File: config.mk
export PLATFORM = sky130hd
export DESIGN_NAME = ufb_uart
export DESIGN_NICKNAME = d
export VERILOG_FILES = /design/src/ufb_pkg.sv /design/src/ufb_uart.sv
export SDC_FILE = /design/constraint.sdc
export NUM_CORES = 1
export LEC_CHECK = 0
export ABC_AREA = 1
export BUFFER_PORTS_ARGS = -buffer_cell sky130_fd_sc_hd__buf_4
export CAP_MARGIN = 0
export CELL_PAD_IN_SITES_DETAIL_PLACEMENT = 0
export CELL_PAD_IN_SITES_GLOBAL_PLACEMENT = 2
export CORE_ASPECT_RATIO = 0.75
export CORE_MARGIN = 2
export CORE_UTILIZATION = 34
export DETAILED_ROUTE_END_ITERATION = 8
export PLACE_DENSITY = 0.75
export SLEW_MARGIN = 0
export SYNTH_ARGS = -nofsm -noshare
export SYNTH_HDL_FRONTEND = slang
export SYNTH_SLANG_ARGS = --single-unit
File: constraint.sdc
create_clock -name sys_clk -period 4.4 [get_ports sys_clk]
set_input_delay 0.44 -clock sys_clk [delete_from_list [all_inputs] [get_ports sys_clk]]
set_output_delay 0.44 -clock sys_clk [all_outputs]
set_load 0.02 [all_outputs]
File: src/ufb_pkg.sv
package ufb_pkg;
    // queue and bus shape
    localparam int unsigned DEPTH = 16;
    localparam int unsigned ADDR_W = 8;
    localparam int unsigned IDX_LSB = 2;
    localparam int unsigned IDX_TOP = 4;
    // register indexes, byte address is index times four
    localparam logic [2:0] R_DATA = 3'h0;
    localparam logic [2:0] R_MASK = 3'h1;
    localparam logic [2:0] R_QCTL = 3'h2;
    localparam logic [2:0] R_LCTL = 3'h3;
    localparam logic [2:0] R_MCTL = 3'h4;
    localparam logic [2:0] R_LSTAT = 3'h5;
    localparam logic [2:0] R_MSTAT = 3'h6;
    localparam logic [2:0] R_SCRATCH = 3'h7;
    // queue_ctrl fields
    localparam int QC_EN = 0;
    localparam int QC_RXRST = 1;
    localparam int QC_TXRST = 2;
    localparam int QC_DMA = 3;
    localparam int QC_TRIG = 6;
    // irq_mask_reg fields
    localparam int IM_RX = 0;
    localparam int IM_TX = 1;
    localparam int IM_LINE = 2;
    localparam int IM_MODEM = 3;
    // line_ctrl fields
    localparam int LC_WL = 0;
    localparam int LC_BREAK = 6;
    localparam int LC_DLAB = 7;
    // modem_ctrl fields
    localparam int MC_DTR = 0;
    localparam int MC_RTS = 1;
    localparam int MC_OUTA = 2;
    localparam int MC_OUTB = 3;
    localparam int MC_LOOP = 4;
    // reset values
    localparam logic [7:0] SCRATCH_RST = 8'hff;
    // receive trigger levels
    localparam logic [4:0] TRIG_L0 = 5'h01;
    localparam logic [4:0] TRIG_L1 = 5'h04;
    localparam logic [4:0] TRIG_L2 = 5'h08;
    localparam logic [4:0] TRIG_L3 = 5'h0e;
    // bit timing in x16 ticks
    localparam int TICKS_PER_BIT = 16;
    localparam logic [3:0] TICK_LAST = 4'hf;
    localparam logic [3:0] START_CHECK = 4'h7;
    localparam logic [3:0] WL_BASE = 4'h5;
    localparam int TO_MULT = 4;
    localparam int TO_ADD = 12;
    // interrupt status codes
    localparam logic [3:0] IC_NONE = 4'h1;
    localparam logic [3:0] IC_LINE = 4'h6;
    localparam logic [3:0] IC_RXDATA = 4'h4;
    localparam logic [3:0] IC_TIMEOUT = 4'hc;
    localparam logic [3:0] IC_TXEMPTY = 4'h2;
    localparam logic [3:0] IC_MODEM = 4'h0;

    typedef enum logic [3:0] {
        TX_IDLE = 4'b0001,
        TX_START = 4'b0010,
        TX_DATA = 4'b0100,
        TX_STOP = 4'b1000
    } ufb_tx_st_t;

    typedef enum logic [3:0] {
        RX_IDLE = 4'b0001,
        RX_START = 4'b0010,
        RX_DATA = 4'b0100,
        RX_STOP = 4'b1000
    } ufb_rx_st_t;
endpackage : ufb_pkg

File: src/ufb_uart.sv
`timescale 1ns/10ps
// How it works
// - two 16-entry queues, switched into use by queue_ctrl bit 0
// - receive trigger level is programmable; transmit side has none
// - time-out interrupt when data sits unread below the trigger level
// - data-ready ranks above time-out, both enabled by mask bit 0
// - data interrupt once queued count reaches the trigger level
// - no time-out while the receive queue is empty
// - time-out counter restarts at stop-bit middle and on every rx_hold read
// - time-out length is four times word length plus twelve bit times
// - baud generator divides the input clock by divisor 1 to 65535 into the 16x tick
// - rate output runs at sixteen times the bit rate
// - divisor built from low byte and divisor_high byte
// - queue_ctrl bit 3 selects block mode for both ready pins
// - receive-ready pin: empty level in single mode, rises on empty in block mode
// - block mode: receive-ready falls at trigger level or time-out
// - transmit-ready: empty level in single mode, full level in block mode
// - loop-back detaches modem inputs and holds the four modem output pins inactive
// - loop-back feeds serializer output into the receiver internally
// - loop-back drives status inputs from terminal-ready, request, user outputs
// - interrupts keep working in loop-back, still masked normally
// - serial output pin held high during loop-back
// - divisor bytes reachable only while line_ctrl bit 7 is set
module ufb_uart #(
    parameter int unsigned DEPTH = ufb_pkg::DEPTH
) (
    // clock, reset, enable
    input wire logic sys_clk,
    input wire logic resetn,
    input wire logic ce,
    // apb slave
    input wire logic [ufb_pkg::ADDR_W-1:0] paddr,
    input wire logic psel,
    input wire logic penable,
    input wire logic pwrite,
    input wire logic [31:0] pwdata,
    input wire logic [3:0] pstrb,
    output logic [31:0] prdata,
    output logic pready,
    output logic pslverr,
    // serial line
    input wire logic rx_pin,
    output logic tx_pin,
    // modem inputs, active low
    input wire logic cts_n,
    input wire logic dsr_n,
    input wire logic carrier_detect_in_n,
    input wire logic phone_bell_in_n,
    // modem outputs, active low
    output logic dtr_n,
    output logic rts_n,
    output logic user_out_a_n,
    output logic user_out_b_n,
    // rate clock
    input wire logic osc_in,
    output logic rate_x16_out_n,
    // events and block-transfer handshakes
    output logic irq_out,
    output logic rx_ready_n,
    output logic tx_ready_n
);
    localparam int PW = $clog2(DEPTH);
    localparam int CW = PW + 1;

    typedef struct packed {
        logic rx_s1;
        logic rx_s2;
        logic [3:0] m_s1;
        logic [3:0] m_s2;
        logic [3:0] m_prev;
        logic osc_s1;
        logic osc_s2;
        logic osc_prev;
        logic [15:0] bcnt;
        logic rate_n;
        logic [DEPTH-1:0][7:0] tx_q;
        logic [PW-1:0] tx_rd;
        logic [PW-1:0] tx_wr;
        logic [CW-1:0] tx_cnt;
        logic [DEPTH-1:0][7:0] rx_q;
        logic [PW-1:0] rx_rd;
        logic [PW-1:0] rx_wr;
        logic [CW-1:0] rx_cnt;
        logic [3:0] mask;
        logic q_en;
        logic q_dma;
        logic [1:0] q_trig;
        logic [7:0] lctl;
        logic [4:0] mctl;
        logic [7:0] scratch;
        logic [15:0] div;
        logic [3:0] m_delta;
        logic overrun;
        logic frame_err;
        ufb_pkg::ufb_tx_st_t tx_st;
        logic [7:0] tx_sh;
        logic [2:0] tx_bit;
        logic [3:0] tx_tc;
        logic tx_line;
        ufb_pkg::ufb_rx_st_t rx_st;
        logic [7:0] rx_sh;
        logic [2:0] rx_bit;
        logic [3:0] rx_tc;
        logic [9:0] to_cnt;
        logic to_flag;
        logic rx_rdy_n;
        logic [31:0] prdata;
        logic perr;
        logic pok;
    } ufb_state_t;

    localparam ufb_state_t RST_ST = '{
        rx_s1: 1'b1, rx_s2: 1'b1, m_s1: 4'hf, m_s2: 4'hf,
        scratch: ufb_pkg::SCRATCH_RST, tx_st: ufb_pkg::TX_IDLE,
        rx_st: ufb_pkg::RX_IDLE, tx_line: 1'b1, rx_rdy_n: 1'b1,
        rate_n: 1'b1, default: '0
    };

    ufb_state_t st_ff;
    ufb_state_t nxt_st;

    // shared status derived from registered state
    logic dlab;
    logic loop;
    logic [CW-1:0] lim;
    logic [4:0] trig;
    logic rx_hit;
    logic [3:0] m_now;
    logic [3:0] icode;

    assign dlab = st_ff.lctl[ufb_pkg::LC_DLAB];
    assign loop = st_ff.mctl[ufb_pkg::MC_LOOP];
    assign lim = st_ff.q_en ? CW'(DEPTH) : CW'(1);
    assign rx_hit = 5'(st_ff.rx_cnt) >= trig;
    // cts, dsr, ri, cd as active-high levels
    assign m_now = loop ? {st_ff.mctl[ufb_pkg::MC_OUTA], st_ff.mctl[ufb_pkg::MC_OUTB],
                           st_ff.mctl[ufb_pkg::MC_RTS], st_ff.mctl[ufb_pkg::MC_DTR]}
                        : ~st_ff.m_s2;

    // trigger level selection, level one when queues are off
    always_comb begin
        case (st_ff.q_trig)
            2'h0: trig = ufb_pkg::TRIG_L0;
            2'h1: trig = ufb_pkg::TRIG_L1;
            2'h2: trig = ufb_pkg::TRIG_L2;
            default: trig = ufb_pkg::TRIG_L3;
        endcase
        if (!st_ff.q_en) begin
            trig = ufb_pkg::TRIG_L0;
        end
    end

    // interrupt priority; masks apply in loop-back as well
    always_comb begin
        if (st_ff.mask[ufb_pkg::IM_LINE] && (st_ff.overrun || st_ff.frame_err)) begin
            icode = ufb_pkg::IC_LINE;
        end else if (st_ff.mask[ufb_pkg::IM_RX] && rx_hit) begin
            icode = ufb_pkg::IC_RXDATA;
        end else if (st_ff.mask[ufb_pkg::IM_RX] && st_ff.to_flag) begin
            icode = ufb_pkg::IC_TIMEOUT;
        end else if (st_ff.mask[ufb_pkg::IM_TX] && st_ff.tx_cnt == '0) begin
            icode = ufb_pkg::IC_TXEMPTY;
        end else if (st_ff.mask[ufb_pkg::IM_MODEM] && st_ff.m_delta != 4'h0) begin
            icode = ufb_pkg::IC_MODEM;
        end else begin
            icode = ufb_pkg::IC_NONE;
        end
    end

    // next-state logic for the whole block
    always_comb begin
        logic tick;
        logic mapped;
        logic fire;
        logic wr;
        logic rd;
        logic [2:0] idx;
        logic [7:0] rdv;
        logic [16:0] bnext;
        logic [3:0] wl;
        logic [9:0] to_lim;
        logic rx_in;
        logic push_rx;
        logic pop_rx;
        logic push_tx;
        logic pop_tx;
        logic stop_mid;
        logic clr_rx;
        logic clr_tx;
        logic [7:0] rx_word;
        tick = 1'b0;
        mapped = 1'b0;
        fire = 1'b0;
        wr = 1'b0;
        rd = 1'b0;
        idx = 3'h0;
        bnext = 17'h0;
        wl = 4'h0;
        to_lim = 10'h000;
        rx_in = 1'b1;
        pop_rx = 1'b0;
        push_tx = 1'b0;
        push_rx = 1'b0;
        pop_tx = 1'b0;
        stop_mid = 1'b0;
        clr_rx = 1'b0;
        clr_tx = 1'b0;
        rx_word = 8'h00;
        rdv = 8'h00;
        nxt_st = st_ff;

        // two-stage synchronisers for pins and the oscillator input
        nxt_st.rx_s1 = rx_pin;
        nxt_st.rx_s2 = st_ff.rx_s1;
        nxt_st.m_s1 = {carrier_detect_in_n, phone_bell_in_n, dsr_n, cts_n};
        nxt_st.m_s2 = st_ff.m_s1;
        nxt_st.osc_s1 = osc_in;
        nxt_st.osc_s2 = st_ff.osc_s1;
        nxt_st.osc_prev = st_ff.osc_s2;

        // baud divider, one tick per divisor count of oscillator edges
        bnext = 17'(st_ff.bcnt) + 17'h1;
        if (st_ff.osc_s2 && !st_ff.osc_prev) begin
            if (bnext >= 17'(st_ff.div)) begin
                nxt_st.bcnt = 16'h0;
                tick = 1'b1;
            end else begin
                nxt_st.bcnt = bnext[15:0];
            end
        end
        // low half of each tick period, follows oscillator at divisor one
        nxt_st.rate_n = (st_ff.div <= 16'h1) ? st_ff.osc_s2 : (nxt_st.bcnt < (st_ff.div >> 1));

        wl = ufb_pkg::WL_BASE + {2'h0, st_ff.lctl[ufb_pkg::LC_WL +: 2]};
        to_lim = 10'((ufb_pkg::TO_MULT * int'(wl) + ufb_pkg::TO_ADD) * ufb_pkg::TICKS_PER_BIT);

        // apb decode; prdata is captured while the request is pending
        idx = paddr[ufb_pkg::IDX_TOP:ufb_pkg::IDX_LSB];
        mapped = (paddr[ufb_pkg::ADDR_W-1:ufb_pkg::IDX_TOP+1] == '0) && (paddr[1:0] == 2'h0);
        fire = psel && penable && st_ff.pok;
        wr = fire && pwrite && mapped && pstrb[0];
        rd = fire && !pwrite && mapped;

        // read mux
        case (idx)
            ufb_pkg::R_DATA: rdv = dlab ? st_ff.div[7:0] : st_ff.rx_q[st_ff.rx_rd];
            ufb_pkg::R_MASK: rdv = dlab ? st_ff.div[15:8] : {4'h0, st_ff.mask};
            ufb_pkg::R_QCTL: rdv = {st_ff.q_en, st_ff.q_en, 2'h0, icode};
            ufb_pkg::R_LCTL: rdv = st_ff.lctl;
            ufb_pkg::R_MCTL: rdv = {3'h0, st_ff.mctl};
            ufb_pkg::R_LSTAT: rdv = {1'b0, st_ff.tx_cnt == '0 && st_ff.tx_st == ufb_pkg::TX_IDLE,
                                     st_ff.tx_cnt == '0, 1'b0, st_ff.frame_err, 1'b0,
                                     st_ff.overrun, st_ff.rx_cnt != '0};
            ufb_pkg::R_MSTAT: rdv = {m_now, st_ff.m_delta};
            default: rdv = st_ff.scratch;
        endcase
        nxt_st.prdata = fire ? st_ff.prdata : {24'h0, mapped ? rdv : 8'h00};
        nxt_st.perr = fire ? st_ff.perr : !mapped;
        nxt_st.pok = psel && !fire;

        pop_rx = rd && idx == ufb_pkg::R_DATA && !dlab && st_ff.rx_cnt != '0;
        push_tx = wr && idx == ufb_pkg::R_DATA && !dlab && st_ff.tx_cnt < lim;

        // register writes
        if (wr) begin
            case (idx)
                ufb_pkg::R_DATA: begin
                    if (dlab) begin
                        nxt_st.div[7:0] = pwdata[7:0];
                    end
                end
                ufb_pkg::R_MASK: begin
                    if (dlab) begin
                        nxt_st.div[15:8] = pwdata[7:0];
                    end else begin
                        nxt_st.mask = pwdata[3:0];
                    end
                end
                ufb_pkg::R_QCTL: begin
                    nxt_st.q_en = pwdata[ufb_pkg::QC_EN];
                    nxt_st.q_dma = pwdata[ufb_pkg::QC_DMA];
                    nxt_st.q_trig = pwdata[ufb_pkg::QC_TRIG +: 2];
                    clr_rx = pwdata[ufb_pkg::QC_RXRST] || (pwdata[ufb_pkg::QC_EN] != st_ff.q_en);
                    clr_tx = pwdata[ufb_pkg::QC_TXRST] || (pwdata[ufb_pkg::QC_EN] != st_ff.q_en);
                end
                ufb_pkg::R_LCTL: nxt_st.lctl = pwdata[7:0];
                ufb_pkg::R_MCTL: nxt_st.mctl = pwdata[4:0];
                ufb_pkg::R_SCRATCH: nxt_st.scratch = pwdata[7:0];
                default: ;
            endcase
        end

        // transmitter, sixteen ticks per bit
        if (tick) begin
            nxt_st.tx_tc = st_ff.tx_tc + 4'h1;
            case (st_ff.tx_st)
                ufb_pkg::TX_IDLE: begin
                    nxt_st.tx_tc = 4'h0;
                    if (st_ff.tx_cnt != '0) begin
                        pop_tx = 1'b1;
                        nxt_st.tx_sh = st_ff.tx_q[st_ff.tx_rd];
                        nxt_st.tx_line = 1'b0;
                        nxt_st.tx_st = ufb_pkg::TX_START;
                    end
                end
                ufb_pkg::TX_START: begin
                    if (st_ff.tx_tc == ufb_pkg::TICK_LAST) begin
                        nxt_st.tx_line = st_ff.tx_sh[0];
                        nxt_st.tx_bit = 3'h0;
                        nxt_st.tx_st = ufb_pkg::TX_DATA;
                    end
                end
                ufb_pkg::TX_DATA: begin
                    if (st_ff.tx_tc == ufb_pkg::TICK_LAST) begin
                        nxt_st.tx_sh = st_ff.tx_sh >> 1;
                        nxt_st.tx_bit = st_ff.tx_bit + 3'h1;
                        nxt_st.tx_line = st_ff.tx_sh[1];
                        if (4'(st_ff.tx_bit) == wl - 4'h1) begin
                            nxt_st.tx_line = 1'b1;
                            nxt_st.tx_st = ufb_pkg::TX_STOP;
                        end
                    end
                end
                ufb_pkg::TX_STOP: begin
                    if (st_ff.tx_tc == ufb_pkg::TICK_LAST) begin
                        nxt_st.tx_st = ufb_pkg::TX_IDLE;
                    end
                end
                default: nxt_st.tx_st = ufb_pkg::TX_IDLE;
            endcase
        end

        // receiver, samples at bit centres
        rx_in = loop ? st_ff.tx_line : st_ff.rx_s2;
        if (tick) begin
            nxt_st.rx_tc = st_ff.rx_tc + 4'h1;
            case (st_ff.rx_st)
                ufb_pkg::RX_IDLE: begin
                    nxt_st.rx_tc = 4'h0;
                    if (!rx_in) begin
                        nxt_st.rx_st = ufb_pkg::RX_START;
                    end
                end
                ufb_pkg::RX_START: begin
                    if (st_ff.rx_tc == ufb_pkg::START_CHECK) begin
                        nxt_st.rx_tc = 4'h0;
                        nxt_st.rx_bit = 3'h0;
                        nxt_st.rx_st = rx_in ? ufb_pkg::RX_IDLE : ufb_pkg::RX_DATA;
                    end
                end
                ufb_pkg::RX_DATA: begin
                    if (st_ff.rx_tc == ufb_pkg::TICK_LAST) begin
                        nxt_st.rx_sh = {rx_in, st_ff.rx_sh[7:1]};
                        nxt_st.rx_bit = st_ff.rx_bit + 3'h1;
                        if (4'(st_ff.rx_bit) == wl - 4'h1) begin
                            nxt_st.rx_st = ufb_pkg::RX_STOP;
                        end
                    end
                end
                ufb_pkg::RX_STOP: begin
                    if (st_ff.rx_tc == ufb_pkg::TICK_LAST) begin
                        stop_mid = 1'b1;
                        rx_word = st_ff.rx_sh >> (4'h8 - wl);
                        nxt_st.frame_err = st_ff.frame_err || !rx_in;
                        if (st_ff.rx_cnt < lim) begin
                            push_rx = 1'b1;
                        end else begin
                            nxt_st.overrun = 1'b1;
                        end
                        nxt_st.rx_st = ufb_pkg::RX_IDLE;
                    end
                end
                default: nxt_st.rx_st = ufb_pkg::RX_IDLE;
            endcase
        end

        // line and modem status; new events win over read-clear
        if (rd && idx == ufb_pkg::R_LSTAT) begin
            nxt_st.overrun = 1'b0;
            nxt_st.frame_err = 1'b0;
            if (stop_mid && !push_rx) begin
                nxt_st.overrun = 1'b1;
            end
            if (stop_mid && !rx_in) begin
                nxt_st.frame_err = 1'b1;
            end
        end
        nxt_st.m_prev = m_now;
        nxt_st.m_delta = ((rd && idx == ufb_pkg::R_MSTAT) ? 4'h0 : st_ff.m_delta)
                       | {m_now[3] ^ st_ff.m_prev[3], st_ff.m_prev[2] & !m_now[2],
                          m_now[1:0] ^ st_ff.m_prev[1:0]};

        // queue storage and counts
        if (push_rx) begin
            nxt_st.rx_q[st_ff.rx_wr] = rx_word;
            nxt_st.rx_wr = PW'((32'(st_ff.rx_wr) + 32'd1) % DEPTH);
        end
        if (pop_rx) begin
            nxt_st.rx_rd = PW'((32'(st_ff.rx_rd) + 32'd1) % DEPTH);
        end
        nxt_st.rx_cnt = st_ff.rx_cnt + CW'(push_rx) - CW'(pop_rx);
        if (push_tx) begin
            nxt_st.tx_q[st_ff.tx_wr] = pwdata[7:0];
            nxt_st.tx_wr = PW'((32'(st_ff.tx_wr) + 32'd1) % DEPTH);
        end
        if (pop_tx) begin
            nxt_st.tx_rd = PW'((32'(st_ff.tx_rd) + 32'd1) % DEPTH);
        end
        nxt_st.tx_cnt = st_ff.tx_cnt + CW'(push_tx) - CW'(pop_tx);

        // receive idle time-out
        if (pop_rx || stop_mid) begin
            nxt_st.to_cnt = 10'h000;
        end else if (tick && st_ff.rx_cnt != '0 && st_ff.to_cnt < to_lim) begin
            nxt_st.to_cnt = st_ff.to_cnt + 10'h001;
        end
        if (pop_rx || st_ff.rx_cnt == '0) begin
            nxt_st.to_flag = 1'b0;
        end else if (st_ff.to_cnt >= to_lim && !rx_hit && !stop_mid) begin
            nxt_st.to_flag = 1'b1;
        end

        // block-mode receive-ready edges
        if (st_ff.rx_cnt == '0) begin
            nxt_st.rx_rdy_n = 1'b1;
        end else if (rx_hit || st_ff.to_flag) begin
            nxt_st.rx_rdy_n = 1'b0;
        end

        // queue flushes from queue_ctrl
        if (clr_rx) begin
            nxt_st.rx_rd = '0;
            nxt_st.rx_wr = '0;
            nxt_st.rx_cnt = '0;
            nxt_st.to_flag = 1'b0;
            nxt_st.to_cnt = 10'h000;
        end
        if (clr_tx) begin
            nxt_st.tx_rd = '0;
            nxt_st.tx_wr = '0;
            nxt_st.tx_cnt = '0;
        end
    end

    // state register, frozen while ce is low
    always_ff @(posedge sys_clk or negedge resetn) begin
        if (!resetn) begin
            st_ff <= RST_ST;
        end else if (ce) begin
            st_ff <= nxt_st;
        end
    end

    // outputs
    assign prdata = st_ff.prdata;
    assign pslverr = st_ff.perr;
    assign pready = psel && penable && ce && st_ff.pok;
    assign tx_pin = loop || (st_ff.tx_line && !st_ff.lctl[ufb_pkg::LC_BREAK]);
    assign dtr_n = loop || !st_ff.mctl[ufb_pkg::MC_DTR];
    assign rts_n = loop || !st_ff.mctl[ufb_pkg::MC_RTS];
    assign user_out_a_n = loop || !st_ff.mctl[ufb_pkg::MC_OUTA];
    assign user_out_b_n = loop || !st_ff.mctl[ufb_pkg::MC_OUTB];
    assign rate_x16_out_n = st_ff.rate_n;
    assign irq_out = !icode[0];
    assign rx_ready_n = st_ff.q_dma ? st_ff.rx_rdy_n : (st_ff.rx_cnt == '0);
    assign tx_ready_n = st_ff.q_dma ? (st_ff.tx_cnt == lim) : (st_ff.tx_cnt != '0);
endmodule : ufb_uart

# Word-level counts from Yosys, hierarchy flattened
# Index checks and enable logic that the tools add are counted.
totals:
  reg_bits: 428
  inputBits: 56
  output_inout_bits: 43
  word_cells: 357
op_classes:
  n_addsub: 18
  n_lt_le_gt_ge: 14
  eq_ne: 35
  shifts: 1
  muxes: 94
  n_bitwise: 7
  reduce_logical: 113
op_table:
  columns: ["operator", "count"]
  rows:
  - ["$bwmux W128", 2]
  - ["$mux W8", 10]
  - ["$mux W4", 18]
  - ["$bmux W8 S4", 2]
  - ["$demux W8 S4", 2]
  - ["$pmux W8 S7", 1]
  - ["$logic_and A1 B1 Y1", 35]
  - ["$mux W1", 32]
  - ["$mux W16", 2]
  - ["$pmux W4 S4", 2]
  - ["$mux W15", 2]
  - ["$mux W13", 2]
  - ["$add A4 B1 Y4 const B", 6]
  - ["$reduce_and A2 Y1", 11]
  - ["$reduce_bool A2 Y1", 11]
  - ["$lt A4 B5 Y1 const B", 4]
  - ["$mux W10", 2]
  - ["$reduce_and A4 Y1", 5]
  - ["$reduce_and A5 Y1", 4]
  - ["$ne A2 B2 Y1 const B", 9]
  - ["$add A16 B1 Y17 const B", 1]
  - ["$ge A17 B16 Y1", 1]
  - ["$eq A4 B4 Y1 const B", 4]
  - ["$le A16 B1 Y1 const B", 1]
  - ["55 further kinds", 113]

# Longest topological paths before layout
# Gate-level depths: netlist of the first run.
logic_depth:
  ltp_word: 11
  ltp_mapped: 34
  depth_no_buf: 34

# Least setup slack after synthesis of the first run
# OpenSTA, ideal clock, no wires.
synth_path:
  path_type: "register to register"
  start: "reg st_ff[419] (netlist name)"
  end: "reg st_ff[140] (netlist name)"
  setup_ps: 135
  arrival_time_ps: 3997
  path_slack_ps: 268
  stages_incl_launch_ff: 32
  path_buffers: 1
  period_less_slack_ps: 4132
  cell_sequence: "dfrtp_1 > nand3_1 > nor2_1 > inv_1 > nor2_1 > inv_1 > nor3_1 > inv_1 > nor2_1 > nand2_1 > o21ai_1 > inv_1 > ha_1 > nand2_1 > nor2_1 > nand2_1 > o21ai_1 > nor2_1 > nand2_2 > nand2_4 > nor3_4 > buf_6 > nand2_4 > ha_1 > inv_1 > ha_1 > fa_1 > a21oi_1 > nor2_1 > nor2_1 > xor2_1 > o22ai_1"
synth_between:
  elab_chain_len: 8
synth_lines:
  columns: ["element", "line_no", "source"]
  rows:
  - ["from (decl)", "ufb_uart.sv:119", "ufb_state_t st_ff;"]
  - ["from (signal assigned)", "ufb_uart.sv:450", "st_ff <= nxt_st;"]
  - ["$add A16 B1 Y17", "ufb_uart.sv:222", "bnext = 17'(st_ff.bcnt) + 17'h1;"]
  - ["$ge A17 B16 Y1", "ufb_uart.sv:224", "if (bnext >= 17'(st_ff.div)) begin"]
  - ["$mux W1", "ufb_uart.sv:224", null]
  - ["$mux W1", "ufb_uart.sv:223", "if (st_ff.osc_s2 && !st_ff.osc_prev) begin"]
  - ["$mux W1", "ufb_uart.sv:335", "if (tick) begin"]
  - ["$add A5 B1 Y5", "ufb_uart.sv:401", "nxt_st.rx_cnt = st_ff.rx_cnt + CW'(push_rx) - CW'(pop_rx);"]
  - ["$sub A5 B1 Y5", "ufb_uart.sv:401", null]
  - ["$mux W13", "ufb_uart.sv:431", "if (clr_rx) begin"]
# No other way between the ends.
# A chain may end at the register's enable or synchronous reset.

# Final worst setup path of the first run
# Ends and elaborated chain as after synthesis.

==> out/qor.txt, run 1 <==
Outcome -> completed
Most common cell after layout, fill and taps aside -> nand2_1
Most frequent cells in the layout -> nand2_1 (571), dfrtp_1 (403), o21ai_1 (287)
HPWL after DPL -> 48,200 microns
Final setup fails -> 0
Part of the cycle the worst path needs -> 0.969
Largest net degree at the start of global routing -> 108
Met3 Resource Use GR -> 0.0386
Die Height -> 225 microns
Type of origin of the critical path -> register
Vias post-DR -> 18,888
Gpl congestion -> 0.847
Max_cap viols -> 0
Diode count -> 0
Worst hold path type -> input port to register
NumNets Final -> 2,847
Sequential area share after synthesis -> 0.485
Total CTS buffers -> 48
Design Area, Final -> 0.0254 sq mm
Synth Area in XOR/XNOR -> 0.0111
VDD IR max -> 0.255 mV
Root Buffer -> clkbuf_16
Met2 usage -> 0.288
Post-synth EDFFs -> 0
Compound-Gate Fraction of Synth Area -> 0.191
Pre-Repair DR Iteration Count -> 6
DIE WIDTH -> 299 microns
Residual DRC count -> 0
Top_reg_cell synth -> dfrtp_1
Max FO, Critical Path -> 3
Initial Utilization -> 0.346
Mapped Area -> 0.0221 sq mm
CP max stage delay -> 370 ps
WL per Instance -> 19.6 microns
Ys Warns -> 0
Row count -> 80
Setup WS pre-CTS -> 6.86 ps
Worst path slowest cell -> dfrtp_1
Clock skew -> 40.6 ps
Final worst setup slack -> 138 ps
DR vias/cell -> 5.22
Area grow syn2layout -> 14.6%
Upper clock frequency limit -> 235 MHz
GRT overflow -> 0
#FFs+latches synth -> 428
Reg2reg path depth -> 26
Multiplexer area fraction after synthesis -> 0.00136
Setup CP Type -> register to register
Vias in the first global route -> 17,934
Grt met1 use -> 0.343
Pwr/cell area -> 477 mW/mm^2
Placed inst area -> 0.0234 sq mm
Syn avg cell area -> 8.23 sq um
Syn Inst Count -> 2,688
Clock transition at path regs -> 60 ps
Initial antenna violation count -> 2
Clk_lat worst skew -> 620 ps
CTS max path bufs -> 3
Worst slew pin tran -> 1270 ps
Die area -> 0.0672 sq mm
Leakage -> 11.4 nW
Most numerous cell on the critical path -> nor2_1
CTS tree -> done
Core Area -> 0.0640 sq mm
Post-Synth Simple-Gate Area -> 0.199
Drt total wl -> 71,000 microns
Critical Path RT -> 4870 ps
Boundary Pins -> 99
Max-slew violations -> 0
CP arrival -> 4730 ps
GRT Total Usage -> 0.212
Hold path cells -> 3
RSZ-0062 raised after global routing -> yes
CTS HTree Levels -> 2
Yosys cell types -> 63
DRT iter0 DRCs -> 1,752
Min cycle time layout -> 4260 ps
Max-slew headroom -> 0.154
Layout cells sized above 1 -> 0.126
Antenna Nets Post-Route -> 0
Final hold vios -> 0
Post-synthesis adder-cell area fraction -> 0.0425
Async S/R FF share, synth -> 1.00
Largest family of logic cells by synthesized area -> simple AND/OR/NAND/NOR gates
First-pass GRT wire length -> 110,000 microns
CTS sink count -> 428
PortBufs -> 47
Most Used Layer, Global Route -> met1
Crit end category -> register
sequential cells by signal (all words and copies together) (netlist names):
name,cells
prdata,8
nxt_st,7
rate_x16_out_n,1
pslverr,1
st_ff,409
loop,1
dlab,1
per-layer routing:
| layer | share of wire | wire length (microns) |
|---|---|---|
| met1 | 0.53 | 37400 |
| met2 | 0.40 | 28200 |
| met3 | 0.063 | 4450 |
| met4 | 0.014 | 972 |
| met5 | 0 | 0 |
cells in the mapped netlist (all sizes together), types with 23 or more instances:
cell | number | area share
a21oi | 47 | 0.011
nand2 | 612 | 0.11
o22ai | 80 | 0.023
dfstp | 23 | 0.027
inv | 205 | 0.035
o21ai | 574 | 0.13
nor3 | 29 | 0.0075
nand3 | 76 | 0.019
buf | 61 | 0.018
ha | 72 | 0.041
clkbuf | 95 | 0.016
xor2 | 24 | 0.0095
dfrtp | 405 | 0.46
nor2 | 262 | 0.050
critical path: cells and delay by family (launching register included):
| kind | cells | cell delay [ps] |
|---|---|---|
| AOI/OAI and AO/OA | 3 | 380 |
| buffers and inverters | 4 | 370 |
| DFF | 1 | 370 |
| xor gates and xnor gates | 2 | 340 |
| adders and majority gates | 5 | 1290 |
| and+or+nand+nor | 12 | 1390 |
metrics by stage:
| stage | util | hold slack [ps] | cells | total power [mW] | TNS (ps) |
|---|---|---|---|---|---|
| floorplan | - | 144 | 2711 | 6.59 | 0 |
| global placement | 0.366 | 454 | 3519 | 7.60 | -30.5 |
| detailed placement | 0.366 | 454 | 3519 | 7.63 | 0 |
| CTS | 0.393 | 5.94 | 3609 | 12.1 | 0 |
| global route | 0.396 | 27.3 | 3617 | 12.8 | -458 |
| finish | 0.396 | 35.8 | 3617 | 12.1 | 0 |
layout make-up:
type | instances | area [sq um]
Fill cell | 6511 | 38600
Sequential cell | 428 | 10700
Clock inverter | 23 | 329
Multi-Input combinational cell | 1917 | 10100
Timing Repair Buffer | 112 | 905
Tap cell | 861 | 1080
Inverter | 210 | 792
Clock buffer | 66 | 1390
power breakdown:
part | internal [mW] | switching [mW] | total [mW] | leakage, nW
clock network | 2.64 | 1.77 | 4.41 | 0.850
logic | 1.11 | 2.11 | 3.23 | 4.86
registers | 4.22 | 0.236 | 4.46 | 5.70
final timing paths:
| path | from | endpoint | slack [ps] |
|---|---|---|---|
| setup / recovery | st_ff[419] | st_ff[140] | 140 |
| hold / removal | dsr_n | nxt_st[443] | 40 |
| max in group asynchronous | resetn | st_ff[82] | 2670 |
| setup reg to reg | st_ff[419] | st_ff[140] | 140 |
| hold reg to reg | st_ff[445] | st_ff[445] | 460 |
| min in group asynchronous | resetn | st_ff[159] | 450 |
repair_timing:
| action | in CTS | in global routing |
|---|---|---|
| resized for setup | 1 | 46 |
| pin swaps | 0 | 30 |
| endpoints found under the setup margin | 1 | 99 |
| endpoints found under the hold margin | 87 | 0 |
| setup buffers | 0 | 8 |
| hold buffers | 1 | 0 |
kinds of logic after synthesis:
family	Yosys count
AND/OR/NAND/NOR	1014
buffers and inverters	366
multiplexers	3
AO/OA/AOI/OAI	774
flip-flops	428
other	1
XOR/XNOR	28
adder cells (fa/ha/maj)	74
(Power assumes the default switching activity.)
==> run 2: changes to the inputs <==
--- a/config.mk
+++ b/config.mk
@@ -12,10 +12,11 @@
 export CELL_PAD_IN_SITES_GLOBAL_PLACEMENT = 2
 export CORE_ASPECT_RATIO = 0.75
 export CORE_MARGIN = 2
-export CORE_UTILIZATION = 34
+export CORE_UTILIZATION = 38
 export DETAILED_ROUTE_END_ITERATION = 8
-export PLACE_DENSITY = 0.75
+export PLACE_DENSITY = 0.79
 export SLEW_MARGIN = 0
 export SYNTH_ARGS = -nofsm -noshare
 export SYNTH_HDL_FRONTEND = slang
 export SYNTH_SLANG_ARGS = --single-unit
+export TNS_END_PERCENT = 20
==> constraint.sdc (replaced) <==
create_clock -name sys_clk -period 4 [get_ports sys_clk]
set_input_delay 0.4 -clock sys_clk [delete_from_list [all_inputs] [get_ports sys_clk]]
set_output_delay 0.4 -clock sys_clk [all_outputs]
set_load 0.02 [all_outputs]
==> run 2 against run 1 <==
The flow now finishes with violations (negative setup slack). Sequential share of layout area fell by 0.84 points. Non-clock buffer count rose by 52. Wire length rose by 0.50%. Sequential cell count did not move. Global-route usage rose by 2.8 points. Setup slack got worse by 490 ps. Design area rose by 2.0%. Critical path type unchanged. Largest power group unchanged. Highest routed layer is now met5.
==> out/qor.txt, run 2 (synthesis results as in run 1) <==
RR Startpoint -> st_ff[419]
Most common cell after layout, fill and taps aside -> nand2_1
Grt met1 use -> 0.377 (+0.0345)
DRT iter0 DRCs -> 1,814 (+3.5%)
Gpl congestion -> 0.910 (+7.5%)
Combinational share of power -> 0.277 (+0.010)
CTS sink count -> 428 (unchanged)
Max_cap viols -> 0 (unchanged)
Row count -> 76 (-5.0%)
CTS tree -> done
Leakage -> 11.7 nW (+2.4%)
Initial Utilization -> 0.385 (+0.0387)
Crit end category -> register
Clk_lat worst skew -> 600 ps (-20 ps)
NumNets Final -> 2,899 (+1.8%)
Max-slew headroom -> 0.259 (+0.105)
CP max stage delay -> 380 ps (about the same)
Max-slew violations -> 0 (unchanged)
Psw -> 4.52 mW (+9.6%)
Die Height -> 213 microns (-5.3%)
R2R setup slack -> -350 ps (-490 ps)
Violated checks -> negative setup slack
Critical Path RT -> 4450 ps (-420 ps)
Setup CP Type -> register to register
Cell Int Power -> 8.82 mW (+11%)
Layout cells sized above 1 -> 0.143 (+0.0169)
Most frequent cells in the layout -> nand2_1 (570), dfrtp_1 (403), o21ai_1 (291)
Multi-input logic area -> 0.0103 sq mm (+1.7%)
CTS HTree Levels -> 2 (unchanged)
Boundary Pins -> 99 (unchanged)
DR vias/cell -> 5.37 (+2.7%)
Min cycle time layout -> 4350 ps (+91.3 ps)
Seq pwr share -> 0.368 (about the same)
Hold path start -> carrier_detect_in_n
RSZ-0062 raised after global routing -> yes
Vias post-DR -> 19,250 (+1.9%)
Part of the cycle the worst path needs -> 1.09 (+0.120)
GRT overflow -> 0 (unchanged)
Filler instances -> 5,698 (-12%)
Vias in the first global route -> 18,084 (+0.84%)
Total CTS buffers -> 48 (unchanged)
Largest register FFs -> 409 (unchanged)
Final worst setup slack -> -353 ps (-491 ps)
HPWL after DPL -> 49,200 microns (+2.2%)
CTS max path bufs -> 3 (unchanged)
Type of origin of the critical path -> register
Clock transition at path regs -> 60 ps (about the same)
Met2 usage -> 0.325 (+0.0365)
Diode count -> 0 (unchanged)
Most numerous cell on the critical path -> inv_1
WL per Instance -> 19.9 microns (+1.3%)
Largest net degree at the start of global routing -> 103 (-4.6%)
Drt total wl -> 71,300 microns (+0.50%)
Switching Share -> 0.339 (-0.00221)
TNS Setup -> -1580 ps (-1580 ps)
Outcome -> complete, but fails checks
Final hold vios -> 0 (unchanged)
Residual DRC count -> 0 (unchanged)
Most Used Layer, Global Route -> met1
Root Buffer -> clkbuf_16
FF+latch area -> 0.0107 sq mm (unchanged)
Core Area -> 0.0575 sq mm (-10%)
Final setup fails -> 13 (+13)
DIE WIDTH -> 283 microns (-5.3%)
Final cell utilization of the core -> 0.450 (+0.0532)
Die area -> 0.0602 sq mm (-10%)
GRT Total Usage -> 0.239 (+0.0278)
Worst hold path type -> input port to register
CP arrival -> 4800 ps (+70 ps)
Pre-Repair DR Iteration Count -> 5 (-1)
Max FO, Critical Path -> 3 (unchanged)
Pwr/cell area -> 516 mW/mm^2 (+8.1%)
Area grow syn2layout -> 16.9%
Largest reg by FF count -> st_ff
Worst slew pin tran -> 1110 ps (-158 ps)
Met3 Resource Use GR -> 0.0565 (+0.0179)
Worst Setup SP -> st_ff[419]
Upper clock frequency limit -> 230 MHz (-2.1%)
Antenna Nets Post-Route -> 0 (unchanged)
First-pass GRT wire length -> 110,000 microns (-0.34%)
Clock skew -> 18.5 ps (-22.1 ps)
PortBufs -> 47 (unchanged)
Clk pwr share -> 0.355 (-0.009)
Initial antenna violation count -> 2 (unchanged)
Worst path slowest cell -> dfrtp_1
VDD IR max -> 0.308 mV (+21%)
==> run 2: cell count changes in the layout (fill, tap and decap cells not counted), sizes merged <==
cell         change
inv              -1
clkbuf           -1
buf             +50
clkinvlp         +2
dlygate4sd3      +2
clkinv           +1
bufinv           -1
==> run 2: cell type report <==
class | count | area share
clock buffers | 65 | 0.0536
clock inverters | 24 | 0.0114
repair buffers | 164 | 0.0531
multi-input cells | 1917 | 0.398
well taps | 780 | 0.0377
flip-flops and latches | 428 | 0.415
inverters | 210 | 0.0308
==> run 2: worst paths after layout <==
| kind | endpoint | cells after the start |
|---|---|---|
| setup / recovery | st_ff[281] | 32 |
| hold / removal | nxt_st[445] | 3 |
| setup reg to reg | st_ff[281] | 32 |
| hold reg to reg | nxt_st[442] | 2 |
| max in group asynchronous | st_ff[108] | 3 |
| min in group asynchronous | st_ff[231] | 2 |
==> run 2: per-stage QoR <==
step | hold slack [ps] | instance area (sq um) | setup slack [ps] | cells | power (mW)
2_1_floorplan | 104 | 22200 | -97.9 | 2711 | 7.25
3_3_place_gp | 455 | 23600 | -386 | 3474 | 8.42
3_5_place_dp | 459 | 23600 | -384 | 3474 | 8.44
4_1_cts | 0.0209 | 25300 | -274 | 3569 | 13.3
5_1_grt | 22.8 | 25900 | -618 | 3588 | 14.1
6_report | 28.7 | 25900 | -353 | 3588 | 13.3
==> run 2: critical path: cells and delay by family (launching register included) <==
family | cells | cell delay, ps
XOR/XNOR | 1 | 170
adder cells (fa/ha/maj) | 4 | 1050
AND/OR/NAND/NOR | 14 | 1430
buffers and inverters | 9 | 640
AO/OA/AOI/OAI | 4 | 510
flip-flops | 1 | 380
==> run 2: metal layers <==
metal | share of wire | wire length, microns
met4 | 0.019 | 1380
met2 | 0.40 | 28500
met3 | 0.079 | 5610
met1 | 0.50 | 35900
met5 | 0.00011 | 8
==> run 2: repair_timing <==
| action | 4_1_cts | 5_1_grt |
|---|---|---|
| hold endpoints to repair | 91 | 0 |
| hold buffers | 3 | 0 |
| resized for setup | 12 | 67 |
| pin swaps | 4 | 34 |
| setup buffers | 3 | 19 |
| gates cloned | 0 | 0 |
| setup endpoints to repair | 9 | 143 |
==> run 2: power groups by stage <==
stage | Clock (mW) | Sequential, mW | Combinational, mW
finish | 4.73 | 4.90 | 3.70
global route | 5.03 | 4.94 | 4.16
CTS | 4.85 | 4.90 | 3.53
detailed placement | 0 | 4.97 | 3.47
global placement | 0 | 4.96 | 3.46
floorplan | 0 | 4.90 | 2.35
